**src/core/sleep_wake_map.vh**
```
// Constants for the sleep and wake controller
`ifndef SLEEP_WAKE_MAP_VH
`define SLEEP_WAKE_MAP_VH
`define CLK_MHZ 10
`define ILO_DIV 312
`define PGOOD_TICKS 3
`define WDT_ROLLS 3
`define WDT_CLR_TIMER 8'h38
`define ST_BITS 15
`define IVL_MASK_0 15'h003F
`define IVL_MASK_1 15'h01FF
`define IVL_MASK_2 15'h0FFF
`define IVL_MASK_3 15'h7FFF
`define T0_US_0 10
`define T0_US_1 14
`define T0_US_2 20
`define T0_US_3 30
`define T1_US_0 3
`define T1_US_1 4
`define T1_US_2 5
`define T1_US_3 10
`define T2_US_0 1
`define T2_US_1 2
`define T2_US_2 5
`define T2_US_3 10
`define CFG_DBL 6
`define CFG_T2 5:4
`define CFG_T1 3:2
`define CFG_T0 1:0
`define IRQ_SLEEP 0
`define IRQ_GPIO 1
`define IRQ_T0 2
`define IRQ_USB 3
`define IRQ_I2C 4
`define IRQ_LVD 5
`define WAKE_STANDBY 6'h2F
`define WAKE_BUS 6'h1F
`define WAKE_DEEP 6'h0A
`define MODE_STANDBY 2'h0
`define MODE_BUS 2'h1
`define MODE_DEEP 2'h2
`endif

```
**src/core/sleep_wake_controller.v**
```verilog
// Sleep entry, wake sequencing, sleep timer and watchdog
// What this block does
// - Sleep bit write alone enters standby sleep
// - Bus or USB enable adds bus-wake power
// - Sleeping bus logic matches 7-bit address, interrupts
// - Sleep mid-transfer aborts transfer, answers NACK
// - Deep sleep powers down the slow oscillator
// - Crystal without presence stops slow clock
// - Standby wakes on timer, GPIO, timer0, USB
// - Bus-wake mode also wakes on address match
// - Deep sleep wakes only on GPIO or USB
// - Low supply during buzz wakes from standby
// - Watchdog in sleep wakes first, then resets
// - Sleep bit clear starts tapped wake sequence
// - Power-good phase lasts three slow oscillator ticks
// - Sleep timer is 15-bit slow clock counter
// - Timer halts in deep sleep, debug stop
// - Periodic sleep interrupt at selected interval
// - Resets and code 38h zero the timer
// - Enabled pending interrupt blocks sleep bit set
// - Wake uses masks only, not global enable
// - Pending interrupt keeps clearing sleep bit
// - Prefetched instruction runs before service routine
// - No interrupt right after global enable
// - Watchdog fires after three timer rollovers
// - Double taps bit doubles each tap phase, not power-good
`timescale 1ns/10ps
`include "sleep_wake_map.vh"
module sleep_wake_controller #(
    parameter ILO_DIV = `ILO_DIV
) (
    input wire i_ref_clk,
    input wire i_rst,
    input wire i_sleep_wr,
    input wire i_bus_wake_en,
    input wire i_usb_en,
    input wire i_crystal_on,
    input wire i_crystal_exists,
    input wire i_slow_osc_off,
    input wire i_crystal_tick,
    input wire [1:0] i_interval_sel,
    input wire [6:0] i_wake_tap_cfg,
    input wire i_debug_mode,
    input wire i_cpu_stop,
    input wire i_wdt_clear_wr,
    input wire [7:0] i_wdt_clear_data,
    input wire [5:0] i_irq_mask,
    input wire i_gpio_irq,
    input wire i_timer0_irq,
    input wire i_usb_irq,
    input wire i_buzz,
    input wire i_supply_low,
    input wire i_sleep_irq_clr,
    input wire i_i2c_irq_clr,
    input wire i_lvd_irq_clr,
    input wire i_gie,
    input wire i_gie_set,
    input wire i_instr_end,
    input wire i_scl,
    input wire i_sda,
    input wire [6:0] i_own_addr,
    output wire o_sleep_req,
    output wire o_bus_wake_power,
    output wire o_slow_osc_pd,
    output wire o_slow_clock_run,
    output wire o_wake_busy,
    output wire [14:0] o_sleep_timer,
    output wire [5:0] o_irq_pending,
    output wire o_irq_take,
    output reg o_resume,
    output reg o_wdt_reset,
    output wire o_sda_out,
    output wire o_sda_oe
);
    localparam [2:0] S_AWAKE = 3'h0;
    localparam [2:0] S_ASLEEP = 3'h1;
    localparam [2:0] S_PGOOD = 3'h2;
    localparam [2:0] S_PH0 = 3'h3;
    localparam [2:0] S_PH1 = 3'h4;
    localparam [2:0] S_PH2 = 3'h5;
    localparam [2:0] S_RESUME = 3'h6;
    localparam [31:0] PG_LAST = `PGOOD_TICKS - 1;
    localparam [31:0] WDT_LAST = `WDT_ROLLS - 1;

    reg [2:0] state_ff;
    reg [2:0] nxt_state;
    reg sleep_ff;
    reg [1:0] mode_ff;
    reg [8:0] ilo_ff;
    reg [14:0] timer_ff;
    reg [1:0] wdt_ff;
    reg wdt_wait_ff;
    reg [5:0] pend_ff;
    reg hold_ff;
    reg [1:0] pg_ff;
    reg [10:0] ph_ff;
    reg [10:0] nxt_ph;
    reg [14:0] ivl_mask;
    reg [5:0] allow;
    wire i2c_match;

    // Tap table in microseconds, scaled to clock cycles, less one
    function [10:0] tap_load;
        input [1:0] phase;
        input [1:0] sel;
        input dbl;
        reg [31:0] us;
        reg [31:0] cycles;
        begin
            us = 32'h00000000;
            case ({phase, sel})
                4'h0: us = `T0_US_0;
                4'h1: us = `T0_US_1;
                4'h2: us = `T0_US_2;
                4'h3: us = `T0_US_3;
                4'h4: us = `T1_US_0;
                4'h5: us = `T1_US_1;
                4'h6: us = `T1_US_2;
                4'h7: us = `T1_US_3;
                4'h8: us = `T2_US_0;
                4'h9: us = `T2_US_1;
                4'hA: us = `T2_US_2;
                default: us = `T2_US_3;
            endcase
            // Longest tap is 600 cycles, so 11 bits always hold it
            cycles = (us * `CLK_MHZ) << dbl;
            tap_load = cycles[10:0] - 11'h001;
        end
    endfunction

    wire dbl = i_wake_tap_cfg[`CFG_DBL];
    wire asleep = (state_ff == S_ASLEEP);
    wire deep_now = asleep & (mode_ff == `MODE_DEEP);
    wire want_deep = ~i_bus_wake_en & ~i_usb_en & ~i_crystal_on &
        i_slow_osc_off;
    wire want_bus = i_bus_wake_en | i_usb_en;
    wire xtal_sel = i_crystal_on & i_crystal_exists;
    wire clk_stop = i_crystal_on & ~i_crystal_exists;

    // Slow oscillator is a divider; it is gated off only in deep sleep
    wire ilo_tick = ~deep_now && (ilo_ff == ILO_DIV - 1);
    wire slow_tick = clk_stop ? 1'b0 :
        (xtal_sel ? i_crystal_tick : ilo_tick);
    wire st_en = slow_tick & ~deep_now &
        ~(i_debug_mode & i_cpu_stop);
    wire [14:0] st_nxt = timer_ff + 15'h0001;
    wire roll = st_en & ((st_nxt & ivl_mask) == 15'h0000);
    wire wdt_fire = roll & (wdt_ff == WDT_LAST);
    wire clr_code = i_wdt_clear_wr &
        (i_wdt_clear_data == `WDT_CLR_TIMER);

    // Wake and sleep-entry decisions use the individual masks only
    wire [5:0] enabled = pend_ff & i_irq_mask;
    wire any_en = |enabled;
    wire wake = |(enabled & allow) | wdt_wait_ff;
    wire irq_ok = (state_ff == S_AWAKE) | (state_ff == S_RESUME);
    wire ph_zero = (ph_ff == 11'h000);

    always @* begin
        case (i_interval_sel)
            2'h0: ivl_mask = `IVL_MASK_0;
            2'h1: ivl_mask = `IVL_MASK_1;
            2'h2: ivl_mask = `IVL_MASK_2;
            default: ivl_mask = `IVL_MASK_3;
        endcase
    end

    always @* begin
        case (mode_ff)
            `MODE_BUS: allow = `WAKE_BUS;
            `MODE_DEEP: allow = `WAKE_DEEP;
            default: allow = `WAKE_STANDBY;
        endcase
    end

    always @* begin
        nxt_state = state_ff;
        nxt_ph = ph_ff;
        case (state_ff)
            S_AWAKE: begin
                if (i_sleep_wr & ~any_en) begin
                    nxt_state = S_ASLEEP;
                end
            end
            S_ASLEEP: begin
                if (wake) begin
                    nxt_state = S_PGOOD;
                end
            end
            S_PGOOD: begin
                if (ilo_tick && pg_ff == PG_LAST) begin
                    nxt_state = S_PH0;
                    nxt_ph = tap_load(2'h0,
                        i_wake_tap_cfg[`CFG_T0], dbl);
                end
            end
            S_PH0: begin
                if (ph_zero) begin
                    nxt_state = S_PH1;
                    nxt_ph = tap_load(2'h1,
                        i_wake_tap_cfg[`CFG_T1], dbl);
                end else begin
                    nxt_ph = ph_ff - 11'h001;
                end
            end
            S_PH1: begin
                if (ph_zero) begin
                    nxt_state = S_PH2;
                    nxt_ph = tap_load(2'h2,
                        i_wake_tap_cfg[`CFG_T2], dbl);
                end else begin
                    nxt_ph = ph_ff - 11'h001;
                end
            end
            S_PH2: begin
                if (ph_zero) begin
                    // A watchdog wake ends in reset, not in resume
                    nxt_state = wdt_wait_ff ? S_AWAKE : S_RESUME;
                end else begin
                    nxt_ph = ph_ff - 11'h001;
                end
            end
            S_RESUME: begin
                if (i_instr_end) begin
                    nxt_state = S_AWAKE;
                end
            end
            default: nxt_state = S_AWAKE;
        endcase
    end

    always @(posedge i_ref_clk) begin
        if (i_rst) begin
            state_ff <= S_AWAKE;
            sleep_ff <= 1'b0;
            mode_ff <= `MODE_STANDBY;
            ph_ff <= 11'h000;
            pg_ff <= 2'h0;
            o_resume <= 1'b0;
        end else begin
            state_ff <= nxt_state;
            ph_ff <= nxt_ph;
            o_resume <= (state_ff == S_PH2) & ph_zero & ~wdt_wait_ff;
            if (state_ff == S_AWAKE && nxt_state == S_ASLEEP) begin
                sleep_ff <= 1'b1;
                if (want_deep) begin
                    mode_ff <= `MODE_DEEP;
                end else if (want_bus) begin
                    mode_ff <= `MODE_BUS;
                end else begin
                    mode_ff <= `MODE_STANDBY;
                end
            end else if (asleep & wake) begin
                sleep_ff <= 1'b0;
            end
            if (state_ff != S_PGOOD) begin
                pg_ff <= 2'h0;
            end else if (ilo_tick) begin
                pg_ff <= pg_ff + 2'h1;
            end
        end
    end

    // Slow oscillator divider, timer, watchdog
    always @(posedge i_ref_clk) begin
        if (i_rst) begin
            ilo_ff <= 9'h000;
            timer_ff <= 15'h0000;
            wdt_ff <= 2'h0;
            wdt_wait_ff <= 1'b0;
            o_wdt_reset <= 1'b0;
        end else begin
            o_wdt_reset <= 1'b0;
            if (deep_now || ilo_ff == ILO_DIV - 1) begin
                ilo_ff <= 9'h000;
            end else begin
                ilo_ff <= ilo_ff + 9'h001;
            end
            if (o_wdt_reset | clr_code) begin
                timer_ff <= 15'h0000;
            end else if (st_en) begin
                timer_ff <= st_nxt;
            end
            if (o_wdt_reset | i_wdt_clear_wr) begin
                wdt_ff <= 2'h0;
            end else if (wdt_fire) begin
                wdt_ff <= 2'h0;
                if (asleep | (state_ff != S_AWAKE &
                    state_ff != S_RESUME)) begin
                    wdt_wait_ff <= 1'b1;
                end else begin
                    o_wdt_reset <= 1'b1;
                end
            end else if (roll) begin
                wdt_ff <= wdt_ff + 2'h1;
            end
            if (wdt_wait_ff && state_ff == S_PH2 && ph_zero) begin
                wdt_wait_ff <= 1'b0;
                o_wdt_reset <= 1'b1;
            end
        end
    end

    // Sleep, bus and supply sources are sticky: a set in the clear cycle wins
    always @(posedge i_ref_clk) begin
        if (i_rst) begin
            pend_ff <= 6'h00;
            hold_ff <= 1'b0;
        end else begin
            pend_ff[`IRQ_GPIO] <= i_gpio_irq;
            pend_ff[`IRQ_T0] <= i_timer0_irq;
            pend_ff[`IRQ_USB] <= i_usb_irq;
            pend_ff[`IRQ_SLEEP] <= roll |
                (pend_ff[`IRQ_SLEEP] & ~i_sleep_irq_clr);
            pend_ff[`IRQ_I2C] <= i2c_match |
                (pend_ff[`IRQ_I2C] & ~i_i2c_irq_clr);
            pend_ff[`IRQ_LVD] <= (asleep & (mode_ff == `MODE_STANDBY) &
                i_buzz & i_supply_low) |
                (pend_ff[`IRQ_LVD] & ~i_lvd_irq_clr);
            // The boundary ends the hold, so only one boundary is blocked
            if (i_instr_end) begin
                hold_ff <= 1'b0;
            end else if (i_gie_set) begin
                hold_ff <= 1'b1;
            end
        end
    end

    bus_wake_address_watch u_watch (
        .i_ref_clk(i_ref_clk),
        .i_rst(i_rst),
        .i_listen(asleep & (mode_ff == `MODE_BUS)),
        .i_sleep_req(sleep_ff),
        .i_scl(i_scl),
        .i_sda(i_sda),
        .i_own_addr(i_own_addr),
        .o_match(i2c_match),
        .o_sda_out(o_sda_out),
        .o_sda_oe(o_sda_oe)
    );

    // Service needs the global enable; wake does not
    assign o_irq_take = i_instr_end & i_gie & any_en & ~hold_ff &
        ~i_gie_set & irq_ok;
    assign o_sleep_req = sleep_ff;
    assign o_bus_wake_power = sleep_ff & (mode_ff == `MODE_BUS);
    assign o_slow_osc_pd = sleep_ff & (mode_ff == `MODE_DEEP);
    assign o_slow_clock_run = ~clk_stop & ~deep_now;
    assign o_wake_busy = (state_ff == S_PGOOD) | (state_ff == S_PH0) |
        (state_ff == S_PH1) | (state_ff == S_PH2);
    assign o_sleep_timer = timer_ff;
    assign o_irq_pending = pend_ff;
endmodule

```
**src/core/bus_wake_address_watch.v**
```verilog
// Bus address watcher that runs while the device sleeps
`timescale 1ns/10ps
module bus_wake_address_watch (
    input wire i_ref_clk,
    input wire i_rst,
    input wire i_listen,
    input wire i_sleep_req,
    input wire i_scl,
    input wire i_sda,
    input wire [6:0] i_own_addr,
    output reg o_match,
    output wire o_sda_out,
    output reg o_sda_oe
);
    reg scl_ff;
    reg sda_ff;
    reg slp_ff;
    reg busy_ff;
    reg abort_ff;
    reg [3:0] bit_ff;
    reg [7:0] shift_ff;
    wire start = i_scl & scl_ff & sda_ff & ~i_sda;
    wire stop = i_scl & scl_ff & ~sda_ff & i_sda;
    wire rise = i_scl & ~scl_ff;
    wire fall = ~i_scl & scl_ff;
    wire hit = (shift_ff[7:1] == i_own_addr) & i_listen & ~abort_ff;

    // Released line reads as NACK, so only the ACK is ever driven
    assign o_sda_out = 1'b0;

    always @(posedge i_ref_clk) begin
        if (i_rst) begin
            scl_ff <= 1'b1;
            sda_ff <= 1'b1;
            slp_ff <= 1'b0;
            busy_ff <= 1'b0;
            abort_ff <= 1'b0;
            bit_ff <= 4'hA;
            shift_ff <= 8'h00;
            o_match <= 1'b0;
            o_sda_oe <= 1'b0;
        end else begin
            scl_ff <= i_scl;
            sda_ff <= i_sda;
            slp_ff <= i_sleep_req;
            o_match <= 1'b0;
            if (start) begin
                busy_ff <= 1'b1;
                abort_ff <= 1'b0;
                bit_ff <= 4'h0;
                o_sda_oe <= 1'b0;
            end else if (stop) begin
                busy_ff <= 1'b0;
                abort_ff <= 1'b0;
                bit_ff <= 4'hA;
                o_sda_oe <= 1'b0;
            end else begin
                if (i_sleep_req & ~slp_ff & busy_ff) begin
                    abort_ff <= 1'b1;
                end
                if (rise && bit_ff < 4'h8) begin
                    shift_ff <= {shift_ff[6:0], i_sda};
                    bit_ff <= bit_ff + 4'h1;
                end else if (fall && bit_ff == 4'h8) begin
                    o_sda_oe <= hit;
                    o_match <= hit;
                    bit_ff <= 4'h9;
                end else if (fall && bit_ff == 4'h9) begin
                    o_sda_oe <= 1'b0;
                    bit_ff <= 4'hA;
                end
            end
        end
    end
endmodule

```
**config.mk**
```make
export PLATFORM = sky130hd
export DESIGN_NAME = sleep_wake_controller
export DESIGN_NICKNAME = d
export VERILOG_FILES = /design/src/core/sleep_wake_controller.v /design/src/core/bus_wake_address_watch.v
export VERILOG_INCLUDE_DIRS = /design/src /design/src/core
export SDC_FILE = /design/constraint.sdc
export NUM_CORES = 1
export LEC_CHECK = 0
export ABC_AREA = 0
export BUFFER_PORTS_ARGS = -buffer_cell sky130_fd_sc_hd__buf_2
export CORE_MARGIN = 4
export CORE_UTILIZATION = 50
export DETAILED_ROUTE_END_ITERATION = 16
export HOLD_SLACK_MARGIN = 0.12
export PLACE_DENSITY = 0.76
export SLEW_MARGIN = 20
export SYNTH_ARGS = -nofsm -noshare
export SYNTH_HDL_FRONTEND = slang
export SYNTH_SLANG_ARGS = --single-unit
```
**constraint.sdc**
```tcl
create_clock -name i_ref_clk -period 4.6 [get_ports i_ref_clk]
set_input_delay 1.38 -clock i_ref_clk [delete_from_list [all_inputs] [get_ports i_ref_clk]]
set_output_delay 1.38 -clock i_ref_clk [all_outputs]
set_load 0.005 [all_outputs]
```
# After elaboration in Yosys (flattened, before gate mapping)
# Index checks and enable logic that the tools add are counted.
# W data, S select, Z words.
[totals]
ff_bits = 74
in_bits = 55
wordCells = 234
[op_classes]
add_sub_neg = 9
n_mul = 3
order_cmp = 1
eq_ne = 30
shift = 3
n_mux = 44
n_bitwise = 83
reduce_logical = 38
[op_table]
columns = ["operator", "count"]
rows = [
  ["$pmux W32 S4", 2],
  ["$mux W32", 6],
  ["$mul A32 B3 Y31 const B", 3],
  ["$shl A32 B1 Y11", 3],
  ["$pmux W15 S3", 1],
  ["$mux W11", 4],
  ["$pmux W11 S4", 1],
  ["$sub A11 B1 Y11 const B", 4],
  ["$and A1 B1 Y1", 43],
  ["$not A1 Y1", 25],
  ["$mux W3", 8],
  ["$pmux W3 S7", 1],
  ["$mux W4", 5],
  ["$eq A2 B2 Y1 const B", 9],
  ["$add A15 B1 Y15 const B", 1],
  ["$and A15 B15 Y15", 1],
  ["$logic_not A15 Y1", 1],
  ["$mux W1", 13],
  ["$and A6 B6 Y6", 2],
  ["$or A1 B1 Y1", 12],
  ["$pmux W4 S3", 1],
  ["$pmux W6 S2", 1],
  ["$reduce_or A6 Y1", 2],
  ["$logic_not A11 Y1", 1],
  ["other kinds (29)", 61],
]

# Logic depth before layout (Yosys ltp)
[logic_depth]
ltp_word = 13
depth_mapped = 13
ltp_nobuf = 12

# Hierarchy
# Synthesis repeated with hierarchy kept, for this count alone.
[hier_totals]
hier_cells = 640
area_unflattened_um2 = 5136.2
[by_module_without_submodules]
columns = ["mod", "n_inst", "cells_each", "area_per_inst_um2", "seq_area_each_um2"]
rows = [
  ["sleep_wake_controller", 1, 537, 4222.8, 1101.1],
  ["bus_wake_address_watch", 1, 103, 913.4, 380.4],
]

# Least setup slack after synthesis
# No wires, ideal clock.
[synth_timing]
path_kind = "input -> register"
startpoint = "input i_wake_tap_cfg[6]"
endpoint = "register ph_ff[6]"
setup_ns = 0.131
arrival_time_ns = 3.538
path_slack_ns = 0.932
cell_stages = 11
path_cell_list = "clkbuf_1 > clkbuf_1 > buf_1 > mux2_2 > ha_1 > a21bo_2 > o32a_1 > a31oi_1 > o21ai_0 > nand2_1 > a21oi_2"
[synth_between]
elab_chain_cells = 4
word_cells_on_any_way = 10
cone_classes = "3 x add/sub; 3 x shift; 4 x mux"
[synth_rtl]
columns = ["element", "line", "text"]
rows = [
  ["from (decl)", "sleep_wake_controller.v:42", "input wire [6:0] i_wake_tap_cfg,"],
  ["$shl A32 B1 Y11", "sleep_wake_controller.v:126", "cycles = (us * `CLK_MHZ) << dbl;"],
  ["$sub A11 B1 Y11", "sleep_wake_controller.v:127", "tap_load = cycles[10:0] - 11'h001;"],
  ["$mux W11, on equally long branches", "sleep_wake_controller.v:207, sleep_wake_controller.v:191, sleep_wake_controller.v:198", ""],
  ["$pmux W11 S4 *", "sleep_wake_controller.v:179", "case (state_ff)"],
  ["to (signal assigned)", "sleep_wake_controller.v:242", "ph_ff <= nxt_ph;"],
  ["to (decl)", "sleep_wake_controller.v:96", "reg [10:0] ph_ff;"],
]
# Every way passes the cells marked *; elsewhere a longest branch is shown, timed or not. The select of a mux whose other input is x is not followed.
# A chain may end at the register's enable or synchronous reset.

# Worst setup path in the final report
[layout_timing]
startpoint = "input i_irq_mask[0]"
endpoint = "output o_irq_take"
[layout_between]
elab_chain_cells = 6
[layout_rtl]
columns = ["element", "line", "text"]
rows = [
  ["from (decl)", "sleep_wake_controller.v:47", "input wire [5:0] i_irq_mask,"],
  ["$and A6 B6 Y6", "sleep_wake_controller.v:153", "wire [5:0] enabled = pend_ff & i_irq_mask;"],
  ["$reduce_or A6 Y1", "sleep_wake_controller.v:154", "wire any_en = |enabled;"],
  ["$and A1 B1 Y1 (3 in a row)", "sleep_wake_controller.v:343", "assign o_irq_take = i_instr_end & i_gie & any_en & ~hold_ff &"],
  ["$and A1 B1 Y1", "sleep_wake_controller.v:344", "~i_gie_set & irq_ok;"],
  ["to (decl)", "sleep_wake_controller.v:69", "output wire o_irq_take,"],
]
# No other way between the ends.

==> impl_summary.log <==
[metrics] status: complete, no violations
[metrics] clk_lat worst skew: 350 ps
[metrics] flip-flop and latch count after synthesis: 74
[metrics] fraction of layout cells with a size suffix above 1: 17.2%
[metrics] RD Place Congestion: 0.955
[metrics] synthesized cell area: 4930 µm²
[metrics] Hold Crit Class: reg2reg
[metrics] chain of cells forming the critical path: buf_2, a22oi_1, and4_1, nor3_1, buf_2
[metrics] Tot GR Track Use: 21.4%
[metrics] Layout Skew: 10.7 ps
[metrics] post-CTS clock slew at the launch and capture registers of the worst setup and hold paths: 80 ps
[metrics] Seq. cell area: 1480 µm²
[metrics] number of global-route vias before repair: 4434
[metrics] register-to-register setup slack: 2070 ps
[metrics] count of cell types in the netlist: 73
[metrics] # Max-Cap Violations: 0
[metrics] worst reg2reg path endpoint: ph_ff[8]
[metrics] CTS-repair resized insts: 0
[metrics] worst path buffer plus inverter count: 2
[metrics] maximum operating frequency: 283 MHz
[metrics] maximum vdd drop: 0.216 mV
[metrics] number of buffers created by CTS: 9
[metrics] setup-violating endpoint count in the final report: 0
[metrics] initial DRC count: 447
[metrics] Hold Path End: o_irq_pending[4]
[metrics] crit end category: output port
[metrics] area overhead of the layout relative to synthesis: 12.7%
[metrics] cts hold-fix bufs: 0
[metrics] per-cell via count in the routed design: 5.80
[metrics] Die Ht: 107 µm
[metrics] largest net degree at the start of global routing: 40
[metrics] placed wire-length estimate after detailed placement: 9270 µm
[metrics] total negative setup slack: 0 ps
[metrics] Syn. warnings: 0
[metrics] wire length of the first global-routing pass: 20400 µm
[metrics] number of synthesized flops with an enable pin: 0
[metrics] Worst path slowest cell: sky130_fd_sc_hd__and4_1
[metrics] ys async rst share: 0%
[metrics] Initial Utilization: 52.3%
[metrics] post-CTS setup repair buffer count: 0
[metrics] drt total wl: 12400 µm
[metrics] startpoint-to-endpoint class of the critical path: in2out
[metrics] cell type group with the largest total delay on the critical path: simple AND/OR/NAND/NOR gates
[metrics] Max transition margin: 32.4%
[metrics] leakage power total: 0.00233 µW
[metrics] predominant post-synthesis flop cell: sky130_fd_sc_hd__dfxtp_1
[metrics] number of placed cells counting well taps: 810
[metrics] clock root buffer: sky130_fd_sc_hd__clkbuf_8
[metrics] number of core rows: 35
[metrics] startpoint type of the worst setup path: input port
[metrics] launch point of the worst reg-to-reg path: state_ff[0]
[metrics] Avg WL per Cell: 15.1 µm
[metrics] measured slew at the worst slew-check pin: 1010 ps
[metrics] global route total overflow: 0
[metrics] sinks on the clock net: 74
[metrics] synthesized netlist cell count: 629
[metrics] number of max-slew violations in the final report: 0
[metrics] fraction of the cycle the final worst path needs: 76.7%
[metrics] clock tree from TritonCTS: done
[metrics] commonest cells after routing, fill and taps aside: sky130_fd_sc_hd__buf_2, sky130_fd_sc_hd__nand2_1, sky130_fd_sc_hd__dfxtp_1
[metrics] Total Die Area: 11500 µm²
[metrics] cell repeated most along the worst path: sky130_fd_sc_hd__buf_2
[metrics] Avg Cell Area, Syn: 7.83 µm²
[metrics] hold path depth: 2
[metrics] post-route antenna net violation count: 0
[metrics] data arrival time of the critical path: 2150 ps
[metrics] unrepaired setup endpoints after global routing: false
[metrics] Mapped Nets: 717
[metrics] multi-input combinational cell area: 3190 µm²
[metrics] # IOs: 86
[metrics] final hold violation count: 0
[metrics] logic depth of the worst register-to-register path: 6
[metrics] number of port buffers: 84
[metrics] fill count: 851
[metrics] DRC violations left: 0
[metrics] power per standard cell area: 254 nW/µm²
[metrics] sequential-to-total area share from yosys stat: 30.1%
[metrics] core area: 9420 µm²
[metrics] largest fanout on the critical path: 2
[metrics] Period minus WS final: 3530 ps
[metrics] H-Tree Level Count: 3
[metrics] number of buffers on the longest clock path: 2
[metrics] overall via count from detail_route: 4794
[metrics] Final Power: 1410 µW
[metrics] most common library cell in the layout ignoring fill and taps: sky130_fd_sc_hd__buf_2
[metrics] Req. time, crit path: 3220 ps
[metrics] antenna fix cells: 0
[metrics] antenna violations before repair: 0
[metrics] hold path startpoint: u_watch.o_match
[metrics] first-pass detailed-route iteration total: 5
[metrics] Post-Layout Cell Count: 826
[metrics] Die X: 107 µm
[metrics] final net count: 780
[metrics] highest cell delay on the worst timing path: 260 ps
[metrics by stage]
step                util (%)  worst slack, ps  hold slack [ps]  instance area [µm²]
detailed placement      57.0             1020              437                 5370
CTS                     59.0             1080              454                 5550
global route            59.0             1030              487                 5550
finish                  59.0             1070              444                 5550
global placement        57.0             1100              421                 5370
floorplan                  -              932              413                 4930
[how the worst max path moves through the flow]
stage          depth (start not counted)         startpoint         end
6_report                               5      i_irq_mask[0]  o_irq_take
5_1_grt                                5      i_irq_mask[0]  o_irq_take
4_1_cts                                5      i_irq_mask[0]  o_irq_take
3_5_place_dp                          13  i_wake_tap_cfg[4]    ph_ff[9]
3_3_place_gp                          13  i_wake_tap_cfg[4]    ph_ff[9]
2_1_floorplan                         11  i_wake_tap_cfg[6]    ph_ff[6]
[tightest hold or removal path, delay by kind of cell (launching register included)]
kind,cells,cell delay [ps]
flip-flops,1,310
AND/OR/NAND/NOR,1,60
AO/OA/AOI/OAI,1,30
[cell usage after synthesis (all sizes together) (11+ instances only)]
| cell type | number | share of area [%] |
|---|---|---|
| buf | 11 | 1.3 |
| dfxtp | 74 | 30 |
| nor2 | 58 | 4.4 |
| nand4 | 19 | 2.5 |
| clkbuf | 21 | 1.6 |
| ha | 33 | 8.4 |
| nand3 | 22 | 2.3 |
| xnor2 | 18 | 3.2 |
| nor4 | 11 | 2.0 |
| inv | 30 | 2.3 |
| nor3 | 21 | 2.1 |
| nand2 | 76 | 5.8 |
| o21ai | 27 | 2.7 |
| a21oi | 40 | 4.3 |
| xor2 | 27 | 4.8 |
[state kept, by name, indices dropped and copies added, names as in the netlist, 3 cells and up]
register and count:
o_irq_pending 6, u_watch.bit_ff 4, o_sleep_timer 15, ph_ff 11, u_watch.shift_ff 8, state_ff 3
ilo_ff 9
[logic make-up (layout without fill, tap and decap cells)]
logic type / Yosys count / after routing / share of synthesized area, %
flops: 74 / 74 / 30.1
fa+ha+maj: 33 / 33 / 8.38
buf+inv: 62 / 130 / 5.18
mux: 6 / 6 / 1.27
xor+xnor: 45 / 45 / 8.00
compound gates: 135 / 135 / 18.3
other cells: 1 / 1 / 0.0761
simple gates: 273 / 273 / 28.8
[layer usage]
metal  track usage, %  vias to the layer above  routed length [µm]
met5                0                        -                   0
met4             6.39                        0                 203
met3             4.80                       23                 901
met2             34.9                      187                5720
met1             28.3                     2218                5620
li1                 -                     2366                   -
[power breakdown]
part / leakage, µW / switching [µW] / internal, µW
sequential: 0.000600 / 20.7 / 655
combinational: 0.00164 / 161 / 107
clock: 0.0000891 / 252 / 215
[final cells by class]
| cell class | instances | share of cell area (%) |
|---|---|---|
| Inverter | 30 | 2.03 |
| Clock inverter | 6 | 0.901 |
| Multi-Input combinational cell | 493 | 57.4 |
| Sequential cell | 74 | 26.7 |
| Clock buffer | 10 | 2.48 |
| Timing Repair Buffer | 84 | 7.57 |
| Tap cell | 129 | 2.91 |
Power figures use the tool's default switching activity.
